File: src/flash_host_pkg.sv
/*
  Constants, types and timing for the host controller of a dual-bank
  parallel flash. Assumes a 200 MHz mclk and a word-mode (x16) device.
*/
package flash_host_pkg;

  // ----------------------------------------------------------------
  // Widths and timing
  // ----------------------------------------------------------------
  localparam int ADDR_W = 20;
  localparam int DATA_W = 16;
  localparam int CLK_PERIOD_NS = 5;
  localparam int T_SETUP_NS = 10;
  localparam int T_WE_PULSE_NS = 40;
  localparam int T_HOLD_NS = 10;
  localparam int T_ACCESS_NS = 80;
  localparam int T_RESET_PULSE_NS = 500;
  localparam int T_RESET_RECOVER_NS = 50;

  function automatic logic [7:0] cyc_up(input int ns);
    int c;
    c = (ns + CLK_PERIOD_NS - 1) / CLK_PERIOD_NS;
    if (c < 1) begin
      c = 1;
    end
    return c[7:0];
  endfunction : cyc_up

  localparam logic [7:0] SETUP_CYC = cyc_up(T_SETUP_NS);
  localparam logic [7:0] PULSE_CYC = cyc_up(T_WE_PULSE_NS);
  localparam logic [7:0] HOLD_CYC = cyc_up(T_HOLD_NS);
  localparam logic [7:0] ACCESS_CYC = cyc_up(T_ACCESS_NS);
  localparam logic [7:0] SETTLE_CYC = 8'h03;
  localparam logic [7:0] RST_PULSE_CYC = cyc_up(T_RESET_PULSE_NS);
  localparam logic [7:0] RST_RECOVER_CYC = cyc_up(T_RESET_RECOVER_NS);

  // ----------------------------------------------------------------
  // Command words and addresses
  // ----------------------------------------------------------------
  localparam logic [ADDR_W-1:0] UNLOCK1_ADDR = 20'h00001;
  localparam logic [ADDR_W-1:0] UNLOCK2_ADDR = 20'h00002;
  localparam logic [ADDR_W-1:0] BANK1_BASE = 20'h80000;
  localparam logic [DATA_W-1:0] UNLOCK1_DATA = 16'h0001;
  localparam logic [DATA_W-1:0] UNLOCK2_DATA = 16'h0002;
  localparam logic [DATA_W-1:0] CMD_RESET = 16'h0003;
  localparam logic [DATA_W-1:0] CMD_AUTOSEL = 16'h0004;
  localparam logic [DATA_W-1:0] CMD_SEC_ENTER = 16'h0005;
  localparam logic [DATA_W-1:0] CMD_SEC_EXIT_A = 16'h0006;
  localparam logic [DATA_W-1:0] CMD_SEC_EXIT_B = 16'h0007;
  localparam logic [DATA_W-1:0] CMD_SUSPEND = 16'h0008;
  localparam logic [DATA_W-1:0] CMD_RESUME = 16'h0009;

  // ----------------------------------------------------------------
  // Autoselect and query map
  // ----------------------------------------------------------------
  localparam logic [ADDR_W-1:0] OFS_MFR_ID = 20'h00000;
  localparam logic [ADDR_W-1:0] OFS_DEV_ID = 20'h00001;
  localparam logic [ADDR_W-1:0] OFS_PROTECT = 20'h00002;
  localparam logic [DATA_W-1:0] PROTECTED_VAL = 16'h0001;
  localparam logic [ADDR_W-1:0] QRY_PRI_ADDR = 20'h00040;
  localparam logic [ADDR_W-1:0] QRY_BANK2_ADDR = 20'h0004a;
  localparam logic [ADDR_W-1:0] QRY_BOOT_ADDR = 20'h0004f;
  localparam int EXCEED_BIT = 5;

  // ----------------------------------------------------------------
  // Types
  // ----------------------------------------------------------------
  typedef enum logic [3:0] {
    OP_READ = 4'h0,
    OP_WRITE = 4'h1,
    OP_RESET = 4'h2,
    OP_AUTOSEL = 4'h3,
    OP_PROTECT_READ = 4'h4,
    OP_SEC_ENTER = 4'h5,
    OP_SEC_EXIT = 4'h6,
    OP_SUSPEND = 4'h7,
    OP_RESUME = 4'h8,
    OP_HW_RESET = 4'h9
  } op_t;

  typedef enum logic [1:0] {
    MODE_READ = 2'h0,
    MODE_AUTOSEL = 2'h1,
    MODE_SUSP_READ = 2'h2,
    MODE_BUSY = 2'h3
  } bank_mode_t;

  typedef struct packed {
    logic [ADDR_W-1:0] addr;
    logic [DATA_W-1:0] data;
    logic last;
  } step_t;

endpackage : flash_host_pkg

File: src/bus_cycle_if.sv
/*
  Carrier between the sequencer and the bus cycle engine.
  Assumes both ends run on mclk.
*/
interface bus_cycle_if;
  logic start;
  logic is_write;
  logic [flash_host_pkg::ADDR_W-1:0] addr;
  logic [flash_host_pkg::DATA_W-1:0] wdata;
  logic done;
  logic [flash_host_pkg::DATA_W-1:0] rdata;

  modport engine(input start, is_write, addr, wdata, output done, rdata);
  modport sequencer(output start, is_write, addr, wdata, input done, rdata);
endinterface : bus_cycle_if

File: src/flash_bus_cycle.sv
/*
  One read or write cycle on the flash pins, each pin from a flop.
  Assumes start is pulsed only while the engine is idle.
*/
module flash_bus_cycle (
  // Clock and reset
  input wire logic mclk,
  input wire logic reset_n,
  // Sequencer side
  bus_cycle_if.engine cyc,
  // Flash pins
  output logic ce_n,
  output logic we_n,
  output logic oe_n,
  output logic [flash_host_pkg::ADDR_W-1:0] addr,
  output logic [flash_host_pkg::DATA_W-1:0] dq_out,
  output logic dq_oe,
  input wire logic [flash_host_pkg::DATA_W-1:0] dq_in
);

  typedef enum logic [2:0] {
    C_IDLE = 3'b000, C_SETUP = 3'b001, C_STROBE = 3'b011,
    C_HOLD = 3'b010, C_RWAIT = 3'b110, C_SETTLE = 3'b111
  } cyc_state_t;

  cyc_state_t state, next_state;
  logic write, next_write;
  logic [7:0] cnt, next_cnt;
  logic next_ce_n, next_we_n, next_oe_n, next_dq_oe, next_done;
  logic [flash_host_pkg::ADDR_W-1:0] next_addr;
  logic [flash_host_pkg::DATA_W-1:0] next_dq_out, next_rdata;
  logic [flash_host_pkg::DATA_W-1:0] s1, s2, s3;

  always_comb begin
    next_state = state;
    next_write = write;
    next_cnt = (cnt != 8'h00) ? cnt - 8'h01 : cnt;
    next_ce_n = ce_n;
    next_we_n = we_n;
    next_oe_n = oe_n;
    next_addr = addr;
    next_dq_out = dq_out;
    next_dq_oe = dq_oe;
    next_done = 1'b0;
    next_rdata = cyc.rdata;
    unique case (state)
      C_IDLE: begin
        if (cyc.start) begin
          next_write = cyc.is_write;
          next_addr = cyc.addr;
          next_dq_out = cyc.wdata;
          next_dq_oe = cyc.is_write;
          next_ce_n = 1'b0;
          next_cnt = flash_host_pkg::SETUP_CYC;
          next_state = C_SETUP;
        end
      end
      C_SETUP: begin
        if (cnt == 8'h00) begin
          if (write) begin
            // Select already low, so the strobe fall is the later edge
            next_we_n = 1'b0;
            next_cnt = flash_host_pkg::PULSE_CYC;
            next_state = C_STROBE;
          end else begin
            next_oe_n = 1'b0;
            next_cnt = flash_host_pkg::ACCESS_CYC;
            next_state = C_RWAIT;
          end
        end
      end
      C_STROBE: begin
        if (cnt == 8'h00) begin
          // Strobe rises before select: data taken here, still driven
          next_we_n = 1'b1;
          next_cnt = flash_host_pkg::HOLD_CYC;
          next_state = C_HOLD;
        end
      end
      C_HOLD: begin
        if (cnt == 8'h00) begin
          next_ce_n = 1'b1;
          next_dq_oe = 1'b0;
          next_done = 1'b1;
          next_state = C_IDLE;
        end
      end
      C_RWAIT: begin
        if (cnt == 8'h00) begin
          next_cnt = flash_host_pkg::SETTLE_CYC;
          next_state = C_SETTLE;
        end
      end
      C_SETTLE: begin
        // Late stages must agree before the word is trusted
        if (cnt == 8'h00 && s2 == s3) begin
          next_rdata = s3;
          next_oe_n = 1'b1;
          next_ce_n = 1'b1;
          next_done = 1'b1;
          next_state = C_IDLE;
        end
      end
      default: next_state = C_IDLE;
    endcase
  end

  always_ff @(posedge mclk) begin
    s1 <= dq_in;
    s2 <= s1;
    s3 <= s2;
    if (!reset_n) begin
      state <= C_IDLE;
      write <= 1'b0;
      cnt <= 8'h00;
      ce_n <= 1'b1;
      we_n <= 1'b1;
      oe_n <= 1'b1;
      addr <= '0;
      dq_out <= '0;
      dq_oe <= 1'b0;
      cyc.done <= 1'b0;
      cyc.rdata <= '0;
    end else begin
      state <= next_state;
      write <= next_write;
      cnt <= next_cnt;
      ce_n <= next_ce_n;
      we_n <= next_we_n;
      oe_n <= next_oe_n;
      addr <= next_addr;
      dq_out <= next_dq_out;
      dq_oe <= next_dq_oe;
      cyc.done <= next_done;
      cyc.rdata <= next_rdata;
    end
  end

endmodule : flash_bus_cycle

File: src/flash_host_ctrl.sv
/*
  Host controller for a dual-bank parallel flash: turns user operations
  into command sequences and mirrors each bank's mode.
  Assumes bank_busy comes from logic on mclk; dq_in is asynchronous.
*/
module flash_host_ctrl (
  // Clock and reset
  input wire logic mclk,
  input wire logic reset_n,
  // User operations
  input wire logic op_valid,
  input wire logic [3:0] op_code,
  input wire logic op_bank,
  input wire logic [flash_host_pkg::ADDR_W-1:0] op_addr,
  input wire logic [flash_host_pkg::DATA_W-1:0] op_data,
  output logic op_ready,
  output logic op_done,
  output logic op_error,
  output logic [flash_host_pkg::DATA_W-1:0] op_rdata,
  // Device state
  input wire logic [1:0] bank_busy,
  output logic [1:0] bank0_mode,
  output logic [1:0] bank1_mode,
  output logic secure_active,
  // Flash pins
  output logic flash_reset_n,
  output logic ce_n,
  output logic we_n,
  output logic oe_n,
  output logic [flash_host_pkg::ADDR_W-1:0] addr,
  output logic [flash_host_pkg::DATA_W-1:0] dq_out,
  output logic dq_oe,
  input wire logic [flash_host_pkg::DATA_W-1:0] dq_in
);

  typedef enum logic [1:0] {
    S_IDLE = 2'b00, S_WAIT = 2'b01, S_HWRST = 2'b11, S_RECOVER = 2'b10
  } seq_state_t;

  bus_cycle_if cyc ();

  flash_bus_cycle engine (
    .mclk(mclk),
    .reset_n(reset_n),
    .cyc(cyc),
    .ce_n(ce_n),
    .we_n(we_n),
    .oe_n(oe_n),
    .addr(addr),
    .dq_out(dq_out),
    .dq_oe(dq_oe),
    .dq_in(dq_in)
  );

  // ----------------------------------------------------------------
  // Helpers
  // ----------------------------------------------------------------
  function automatic logic [flash_host_pkg::ADDR_W-1:0] bank_base(
      input logic b);
    return b ? flash_host_pkg::BANK1_BASE : '0;
  endfunction : bank_base

  function automatic logic is_read(input logic [3:0] o);
    return o == flash_host_pkg::OP_READ || o == flash_host_pkg::OP_PROTECT_READ;
  endfunction : is_read

  function automatic flash_host_pkg::step_t seq_step(
      input logic [3:0] o, input logic [1:0] n, input logic b,
      input logic [flash_host_pkg::ADDR_W-1:0] a,
      input logic [flash_host_pkg::DATA_W-1:0] d);
    flash_host_pkg::step_t s;
    s.addr = a;
    s.data = d;
    s.last = 1'b1;
    unique case (o)
      flash_host_pkg::OP_RESET: s.data = flash_host_pkg::CMD_RESET;
      flash_host_pkg::OP_PROTECT_READ:
        s.addr = a | flash_host_pkg::OFS_PROTECT;
      flash_host_pkg::OP_SUSPEND: begin
        s.addr = bank_base(b);
        s.data = flash_host_pkg::CMD_SUSPEND;
      end
      flash_host_pkg::OP_RESUME: begin
        s.addr = bank_base(b);
        s.data = flash_host_pkg::CMD_RESUME;
      end
      flash_host_pkg::OP_AUTOSEL, flash_host_pkg::OP_SEC_ENTER,
      flash_host_pkg::OP_SEC_EXIT: begin
        s.last = 1'b0;
        if (n == 2'd0) begin
          s.addr = flash_host_pkg::UNLOCK1_ADDR;
          s.data = flash_host_pkg::UNLOCK1_DATA;
        end else if (n == 2'd1) begin
          s.addr = flash_host_pkg::UNLOCK2_ADDR;
          s.data = flash_host_pkg::UNLOCK2_DATA;
        end else if (n == 2'd2) begin
          s.last = o != flash_host_pkg::OP_SEC_EXIT;
          s.addr = flash_host_pkg::UNLOCK1_ADDR;
          if (o == flash_host_pkg::OP_AUTOSEL) begin
            s.addr = bank_base(b) | flash_host_pkg::UNLOCK1_ADDR;
            s.data = flash_host_pkg::CMD_AUTOSEL;
          end else if (o == flash_host_pkg::OP_SEC_ENTER) begin
            s.data = flash_host_pkg::CMD_SEC_ENTER;
          end else begin
            s.data = flash_host_pkg::CMD_SEC_EXIT_A;
          end
        end else begin
          s.last = 1'b1;
          s.addr = '0;
          s.data = flash_host_pkg::CMD_SEC_EXIT_B;
        end
      end
      default: ;
    endcase
    return s;
  endfunction : seq_step

  // ----------------------------------------------------------------
  // Sequencer
  // ----------------------------------------------------------------
  seq_state_t state, next_state;
  logic [3:0] op, next_op;
  logic [1:0] step, next_step;
  logic bank, next_bank;
  logic [flash_host_pkg::ADDR_W-1:0] uaddr, next_uaddr;
  logic [flash_host_pkg::DATA_W-1:0] udata, next_udata;
  logic [7:0] cnt, next_cnt;
  logic [1:0] mode [2];
  logic [1:0] next_mode [2];
  logic [1:0] suspended, next_suspended;
  logic pend_reset, next_pend_reset;
  logic next_secure, next_reset_pin, next_ready, next_done, next_error;
  logic [flash_host_pkg::DATA_W-1:0] next_rdata;
  logic next_start, next_is_write;
  logic [flash_host_pkg::ADDR_W-1:0] next_caddr;
  logic [flash_host_pkg::DATA_W-1:0] next_cwdata;
  flash_host_pkg::step_t cur;
  logic legal;

  assign cur = seq_step(op, step, bank, uaddr, udata);

  always_comb begin
    flash_host_pkg::step_t first;
    flash_host_pkg::step_t upcoming;
    first = seq_step(op_code, 2'd0, op_bank, op_addr, op_data);
    upcoming = seq_step(op, step + 2'd1, bank, uaddr, udata);
    next_state = state;
    next_op = op;
    next_step = step;
    next_bank = bank;
    next_uaddr = uaddr;
    next_udata = udata;
    next_cnt = (cnt != 8'h00) ? cnt - 8'h01 : cnt;
    next_mode = mode;
    next_suspended = suspended;
    next_pend_reset = pend_reset;
    next_secure = secure_active;
    next_reset_pin = flash_reset_n;
    next_done = 1'b0;
    next_error = 1'b0;
    next_rdata = op_rdata;
    next_start = 1'b0;
    next_is_write = cyc.is_write;
    next_caddr = cyc.addr;
    next_cwdata = cyc.wdata;
    // Autoselect only from a read mode with neither bank working
    legal = op_code != flash_host_pkg::OP_AUTOSEL
         || ((mode[op_bank] == flash_host_pkg::MODE_READ
           || mode[op_bank] == flash_host_pkg::MODE_SUSP_READ)
          && bank_busy == 2'b00);
    unique case (state)
      S_IDLE: begin
        if (pend_reset) begin
          // Exceeded-limit seen: clear the bank with a reset command
          next_pend_reset = 1'b0;
          next_op = flash_host_pkg::OP_RESET;
          next_step = 2'd0;
          next_start = 1'b1;
          next_is_write = 1'b1;
          next_caddr = uaddr;
          next_cwdata = flash_host_pkg::CMD_RESET;
          next_state = S_WAIT;
        end else if (op_valid && op_ready) begin
          next_op = op_code;
          next_bank = op_bank;
          next_uaddr = op_addr;
          next_udata = op_data;
          next_step = 2'd0;
          if (!legal) begin
            next_error = 1'b1;
          end else if (op_code == flash_host_pkg::OP_HW_RESET) begin
            next_reset_pin = 1'b0;
            next_cnt = flash_host_pkg::RST_PULSE_CYC;
            next_state = S_HWRST;
          end else begin
            next_start = 1'b1;
            next_is_write = !is_read(op_code);
            next_caddr = first.addr;
            next_cwdata = first.data;
            next_state = S_WAIT;
          end
        end
      end
      S_WAIT: begin
        if (cyc.done && !cur.last) begin
          next_step = step + 2'd1;
          next_start = 1'b1;
          next_caddr = upcoming.addr;
          next_cwdata = upcoming.data;
        end else if (cyc.done) begin
          next_done = 1'b1;
          next_state = S_IDLE;
          if (is_read(op)) begin
            next_rdata = cyc.rdata;
            if (bank_busy[bank] && cyc.rdata[flash_host_pkg::EXCEED_BIT]) begin
              next_pend_reset = 1'b1;
            end
          end
          unique case (op)
            flash_host_pkg::OP_RESET: begin
              // Both banks drop back; a suspended bank keeps its suspend
              for (int b = 0; b < 2; b++) begin
                next_mode[b] = suspended[b] ? flash_host_pkg::MODE_SUSP_READ
                                            : flash_host_pkg::MODE_READ;
              end
            end
            flash_host_pkg::OP_AUTOSEL:
              next_mode[bank] = flash_host_pkg::MODE_AUTOSEL;
            flash_host_pkg::OP_SUSPEND: begin
              next_suspended[bank] = 1'b1;
              next_mode[bank] = flash_host_pkg::MODE_SUSP_READ;
            end
            flash_host_pkg::OP_RESUME: begin
              next_suspended[bank] = 1'b0;
              next_mode[bank] = flash_host_pkg::MODE_READ;
            end
            flash_host_pkg::OP_SEC_ENTER: next_secure = 1'b1;
            flash_host_pkg::OP_SEC_EXIT: next_secure = 1'b0;
            default: ;
          endcase
        end
      end
      S_HWRST: begin
        if (cnt == 8'h00) begin
          next_reset_pin = 1'b1;
          next_cnt = flash_host_pkg::RST_RECOVER_CYC;
          next_state = S_RECOVER;
        end
      end
      S_RECOVER: begin
        if (cnt == 8'h00) begin
          // Pin reset ends any suspend, autoselect and secure access
          next_mode[0] = flash_host_pkg::MODE_READ;
          next_mode[1] = flash_host_pkg::MODE_READ;
          next_suspended = 2'b00;
          next_secure = 1'b0;
          next_done = 1'b1;
          next_state = S_IDLE;
        end
      end
    endcase
    next_ready = next_state == S_IDLE && !next_pend_reset;
  end

  always_ff @(posedge mclk) begin
    if (!reset_n) begin
      state <= S_IDLE;
      op <= '0;
      step <= '0;
      bank <= 1'b0;
      uaddr <= '0;
      udata <= '0;
      cnt <= 8'h00;
      mode[0] <= flash_host_pkg::MODE_READ;
      mode[1] <= flash_host_pkg::MODE_READ;
      suspended <= 2'b00;
      pend_reset <= 1'b0;
      secure_active <= 1'b0;
      flash_reset_n <= 1'b1;
      op_ready <= 1'b0;
      op_done <= 1'b0;
      op_error <= 1'b0;
      op_rdata <= '0;
      cyc.start <= 1'b0;
      cyc.is_write <= 1'b0;
      cyc.addr <= '0;
      cyc.wdata <= '0;
      bank0_mode <= flash_host_pkg::MODE_READ;
      bank1_mode <= flash_host_pkg::MODE_READ;
    end else begin
      state <= next_state;
      op <= next_op;
      step <= next_step;
      bank <= next_bank;
      uaddr <= next_uaddr;
      udata <= next_udata;
      cnt <= next_cnt;
      mode <= next_mode;
      suspended <= next_suspended;
      pend_reset <= next_pend_reset;
      secure_active <= next_secure;
      flash_reset_n <= next_reset_pin;
      op_ready <= next_ready;
      op_done <= next_done;
      op_error <= next_error;
      op_rdata <= next_rdata;
      cyc.start <= next_start;
      cyc.is_write <= next_is_write;
      cyc.addr <= next_caddr;
      cyc.wdata <= next_cwdata;
      // Busy input overrides the mirrored mode for display
      bank0_mode <= bank_busy[0] ? flash_host_pkg::MODE_BUSY : next_mode[0];
      bank1_mode <= bank_busy[1] ? flash_host_pkg::MODE_BUSY : next_mode[1];
    end
  end

endmodule : flash_host_ctrl

File: config.mk
export PLATFORM = sky130hd
export DESIGN_NAME = flash_host_ctrl
export DESIGN_NICKNAME = d
export VERILOG_FILES = /design/src/flash_host_pkg.sv /design/src/bus_cycle_if.sv /design/src/flash_bus_cycle.sv /design/src/flash_host_ctrl.sv
export SDC_FILE = /design/constraint.sdc
export NUM_CORES = 1
export LEC_CHECK = 0
export BUFFER_PORTS_ARGS = -buffer_cell sky130_fd_sc_hd__buf_4
export CORE_MARGIN = 5
export CORE_UTILIZATION = 45
export DETAILED_ROUTE_END_ITERATION = 10
export GPL_ROUTABILITY_DRIVEN = 0
export MAX_ROUTING_LAYER = met4
export SYNTH_ARGS = -nofsm -noshare
export SYNTH_HDL_FRONTEND = slang
export SYNTH_SLANG_ARGS = --single-unit
File: constraint.sdc
create_clock -name mclk -period 2.99 [get_ports mclk]
set_input_delay 0.598 -clock mclk [delete_from_list [all_inputs] [get_ports mclk]]
set_output_delay 0.598 -clock mclk [all_outputs]
set_load 0.1 [all_outputs]
==> metrics.cfg, run 1 <==
[floorplanning]
io-pin-count=127
die_h_um=156
rows=53
die-area_sq_mm=0.0244
coreArea_sq_mm=0.0210
die-width_um=156
start_util=0.457

[timing]
skew_ns=0.00891
worst_slew_pin_slew_ns=0.745
drv_slew=0
setup_violations=0
hold_violations=0
min_period_ns=2.60
tns_ns=0
fmax_ghz=0.384
rsz0062_at_grt=false
fin_crit_sh=0.870
slew_headroom=0.499

[worst_setup_path]
cp.arrival_ns=3.08
cp_slowest_cell=dfxtp_1
critPathBufInv=1
path_class=reg2reg
cp.required_ns=3.47
critPathMaxFanout=34
cp_cell_sequence=and2_1 > a311oi_1 > nand4b_2 > o2bb2ai_2 > buf_12 > a2111oi_0 > o21a_1
cpLargestDelayFamily=compound AO/OA/AOI/OAI gates
crit_path_end_kind=register
worst_setup_path_start_kind=register
max_stage_delay_ns=0.68

[cells_and_area]
fin_nets=1290
stdcell_count=1506
num_antenna_cells=0
fillers=1952
syn_to_final_growth_pct=21.3
drive_gt1_frac=0.170

[synthesis]
yosys-top-cells-count=240 x dfxtp_1, 214 x nand2_1, 106 x a21oi_1
synth_area_sq_mm=0.00962
synth.distinct_cells=74
synthFlopType=dfxtp_1
synth_edf_count=0
synth-seq-cells=240
yosysSeqAreaShare=0.500
yosysTopAreaCell=dfxtp_1
synth_top_area_frac=0.500
ys_top_cells_by_area=dfxtp_1 50%, nand2_1 8.4%, a21oi_1 5.5%
avgSynthCellArea_sq_um=8.65
synth_most_common_cell=dfxtp_1
synthCells=1112
syn-num-nets=1188
async_flop_share=0
ys_warn_count=0

[global_routing]
first_global_vias=7785
overflow=0
antenna_found_initial=0
track_usage=0.209
grt_pass1_wl_um=41000
grt_max_degree=117

[power]
leakagePower_nw=4.53
p_per_area_mw_per_mm2=751
peakVddDrop_uv=502

[clocking]
cts_setup_buffers=0
cts_tree=built
cts_resized=0
cts_max_level=1
cts_buffers=25
insertion_delay_ns=0.53
clkTransAtPathRegs_ns=0.06
clock_path_buffers=3
hold_buffers=0
cts-root-buf=clkbuf_16
clkSinkCount=240

[route]
drc=0
drt_iter0_drc=660
antenna_left=0
vias_per_cell=5.42
firstDrtPassIters=5
vias=8169
wl_per_cell_um=16.9
routed_wl_um=25400

[place]
portBuffers=126
hpwlAfterDp_um=16800
dp_cells=1462

[run_status]
status=complete, no violations

[min_path]
hp-class=in2reg

[job]
cap_violations=0

[routing by layer]
| metal | global-route usage | vias to the layer above | part of all wire |
|---|---|---|---|
| met2 | 0.333 | 225 | 0.46 |
| met3 | 0.0344 | 45 | 0.061 |
| met4 | 0.0533 | 0 | 0.025 |
| met1 | 0.279 | 3831 | 0.45 |
| li1 | - | 4068 | - |
| met5 | - | - | 0 |
[final timing paths]
path	from	cells after the start	to	slack, ns
hold reg to reg	engine.s1[13]$_DFF_P_	0	engine.s2[13]$_DFF_P_	0.32
setup / recovery	op[1]$_SDFFE_PN0P_	7	cyc.addr[0]$_SDFFE_PN0P_	0.39
setup reg to reg	op[1]$_SDFFE_PN0P_	7	cyc.addr[0]$_SDFFE_PN0P_	0.39
hold / removal	dq_in[14]	1	engine.s1[14]$_DFF_P_	0.17
[layout make-up]
cell class	instances	area, sq um	share of cell area
Tap cell	275	344	0.0295
Multi-Input combinational cell	773	4410	0.378
Clock inverter	10	118	0.0101
Timing Repair Buffer	149	1170	0.100
Sequential cell	240	4800	0.412
Inverter	25	97.6	0.00837
Clock buffer	34	719	0.0617
[metrics by stage]
stage               hold WS (ns)  setup WS [ns]   util  total power [mW]  instance area [sq um]
finish                     0.168          0.388  0.555              8.76                  11700
global route               0.143          0.200  0.555              9.26                  11700
CTS                        0.144          0.426  0.555              8.85                  11700
detailed placement         0.312          0.446  0.515              5.69                  10800
global placement           0.310          0.480  0.515              5.68                  10800
floorplan                  0.310          0.492      -              5.18                   9620
[cell usage in the layout (no fill, tap or decap), types with 14 or more instances in the layout]
cell | synthesis | routed
a21boi_0 | 22 | 22
a21oi_1 | 106 | 106
a221oi_1 | 34 | 34
buf_4 | 1 | 145
clkbuf_16 | 0 | 25
dfxtp_1 | 240 | 240
ha_1 | 14 | 14
inv_1 | 23 | 23
mux2i_1 | 20 | 20
nand2_1 | 214 | 214
nand3_1 | 23 | 23
nor2_1 | 88 | 87
nor3_1 | 28 | 28
o21ai_0 | 44 | 44
xor2_1 | 19 | 19
[registers in the layout (all words and copies together) (netlist names), 8 cells and up]
register          flops
cnt                   8
cyc.addr             20
cyc.wdata            16
engine.addr          20
engine.cnt            8
engine.cyc.rdata     16
engine.dq_out        16
engine.s1            16
engine.s2            16
engine.s3            16
op_rdata             16
uaddr                20
udata                16
[where the power goes]
part	leakage (nW)	internal, mW	switching [mW]
Combinational	2.15	0.721	1.18
Sequential	1.97	3.50	0.227
Clock	0.416	1.86	1.27
[cells by family after synthesis]
group / share of synthesized area
AOI/OAI and AO/OA: 0.192
xor gates and xnor gates: 0.0246
adders and majority gates: 0.0193
buffers and inverters: 0.0429
DFF: 0.500
muxes: 0.0220
and+or+nand+nor: 0.200
Power figures use the tool's default switching activity.
==> run 2: changes to the inputs <==
PLACE_DENSITY = 0.63   (was unset)
==> metrics.cfg, run 2 (synthesis gave the netlist of run 1 again) <==
[route]
routed_wl_um=25300  ; -0.50%
wl_per_cell_um=16.8  ; -0.56%
antenna_left=0  ; unchanged
firstDrtPassIters=5  ; unchanged
drt_iter0_drc=522  ; -21%
vias=8112  ; -0.70%
vias_per_cell=5.38  ; -0.76%
drc=0  ; unchanged

[cells_and_area]
final_util=0.551  ; -0.00357
stdcell_count=1507  ; +0.066%
fillers=1978  ; +1.3%
top_regs=cyc.addr: 20 flops, engine.addr: 20 flops, uaddr: 20 flops
syn_to_final_growth_pct=20.5
fin_nets=1291  ; +0.078%
drive_gt1_frac=0.166  ; -0.00406
final_common_cell=dfxtp_1
final_cell_mix=240 x dfxtp_1, 214 x nand2_1, 146 x buf_4, 106 x a21oi_1, 87 x nor2_1

[worst_setup_path]
crit_cells=7  ; unchanged
cp_slowest_cell=dfxtp_1
max_stage_delay_ns=0.69  ; about the same
critPathBufInv=1  ; unchanged
crit_path_end_kind=register
cp.arrival_ns=3.14  ; +0.06 ns
cpLargestDelayFamily=compound AO/OA/AOI/OAI gates
worst_setup_path_start_kind=register
cp_cell_sequence=and2_1 > a311oi_1 > nand4b_2 > o2bb2ai_2 > buf_12 > a2111oi_0 > o21a_1
cp.required_ns=3.44  ; -0.03 ns
r2r_cells=7  ; unchanged
critPathMaxFanout=34  ; unchanged
path_class=reg2reg

[clocking]
cts_max_level=1  ; unchanged
insertion_delay_ns=0.50  ; -0.03 ns
cts_resized=0  ; unchanged
cts-root-buf=clkbuf_16
cts_buffers=25  ; unchanged
hold_buffers=0  ; unchanged
clock_path_buffers=3  ; unchanged
clkSinkCount=240  ; unchanged
cts_tree=built
clkTransAtPathRegs_ns=0.06  ; about the same
cts_setup_buffers=0  ; unchanged

[power]
fin_total_pwr_mw=8.49  ; -3.0%
peakVddDrop_uv=404  ; -20%
p_per_area_mw_per_mm2=732  ; -2.4%
leakagePower_nw=4.49  ; -0.94%

[place]
portBuffers=126  ; unchanged
hpwlAfterDp_um=16900  ; +0.80%
dp_cells=1463  ; +0.068%

[job]
cap_violations=0  ; unchanged

[floorplanning]
die_h_um=156  ; unchanged
rows=53  ; unchanged
die-width_um=156  ; unchanged
coreArea_sq_mm=0.0210  ; unchanged
start_util=0.457  ; unchanged
die-area_sq_mm=0.0244  ; unchanged
io-pin-count=127  ; unchanged

[timing]
whs_ns=0.192  ; +0.0235 ns
setup_violations=0  ; unchanged
skew_ns=0.00774  ; -0.00116 ns
drv_slew=0  ; unchanged
slew_headroom=0.516  ; +0.0171
hold_violations=0  ; unchanged
fin_crit_sh=0.900  ; +0.0292
rsz0062_at_grt=false
min_period_ns=2.69  ; +0.0874 ns
fmax_ghz=0.372  ; -3.2%
worst_slew_pin_slew_ns=0.708  ; -0.0370 ns
tns_ns=0  ; unchanged

[global_routing]
overflow=0  ; unchanged
first_global_vias=7689  ; -1.2%
antenna_found_initial=0  ; unchanged
grt_pass1_wl_um=40200  ; -2.1%
grt_max_degree=117  ; unchanged
track_usage=0.206  ; -0.00278

[min_path]
hp-class=in2reg
holdPathStages=1  ; unchanged

[run_status]
status=complete, no violations

[run 2: changes by cell type in the layout (fill, tap and decap cells not counted), sizes merged]
cell,previous run,this run
clkbuf,34,38
diode,0,1
buf,149,150
inv,25,24
bufinv,2,0
clkinv,7,5
[run 2: where the power goes]
part	total [mW]	leakage [nW]	switching (mW)	internal, mW
combinational	1.89	2.15	1.17	0.720
sequential	3.73	1.97	0.228	3.50
clock	2.86	0.369	1.21	1.66
[run 2: routing by layer]
layer  track usage  up-vias  wire length, um
met1         0.274     3781            11500
li1              -     4078                -
met5             -        -                0
met3        0.0286       39             1290
met2         0.334      214            11900
met4        0.0521        0              524
[run 2: area by class of cell]
type	count	area, sq um	area share
diodes	1	2.50	0.000216
well taps	275	344	0.0297
inverters	25	97.6	0.00842
clock inverters	5	27.5	0.00237
multi-input cells	773	4410	0.381
repair buffers	150	1180	0.101
clock buffers	38	724	0.0625
flip-flops and latches	240	4800	0.415
[run 2: path summary, 6_finish.rpt]
check / slack (ns) / to / startpoint
hold / removal: 0.19 / engine.s1[2]$_DFF_P_ / dq_in[2]
setup / recovery: 0.30 / cyc.addr[0]$_SDFFE_PN0P_ / op[1]$_SDFFE_PN0P_
hold reg to reg: 0.33 / engine.s2[12]$_DFF_P_ / engine.s1[12]$_DFF_P_
setup reg to reg: 0.30 / cyc.addr[0]$_SDFFE_PN0P_ / op[1]$_SDFFE_PN0P_
[run 2: metrics by stage]
| stage | area (sq um) | setup slack [ns] |
|---|---|---|
| CTS | 11600 | 0.353 |
| detailed placement | 10800 | 0.388 |
| floorplan | 9620 | 0.492 |
| global route | 11600 | 0.125 |
| finish | 11600 | 0.300 |
| global placement | 10800 | 0.462 |
[run 2: worst register-to-register path: stages (launching register included)]
cell       delay, ns
dfxtp_1         0.69
and2_1          0.36
a311oi_1        0.19
nand4b_2        0.43
o2bb2ai_2       0.24
buf_12          0.19
a2111oi_0       0.38
o21a_1          0.16
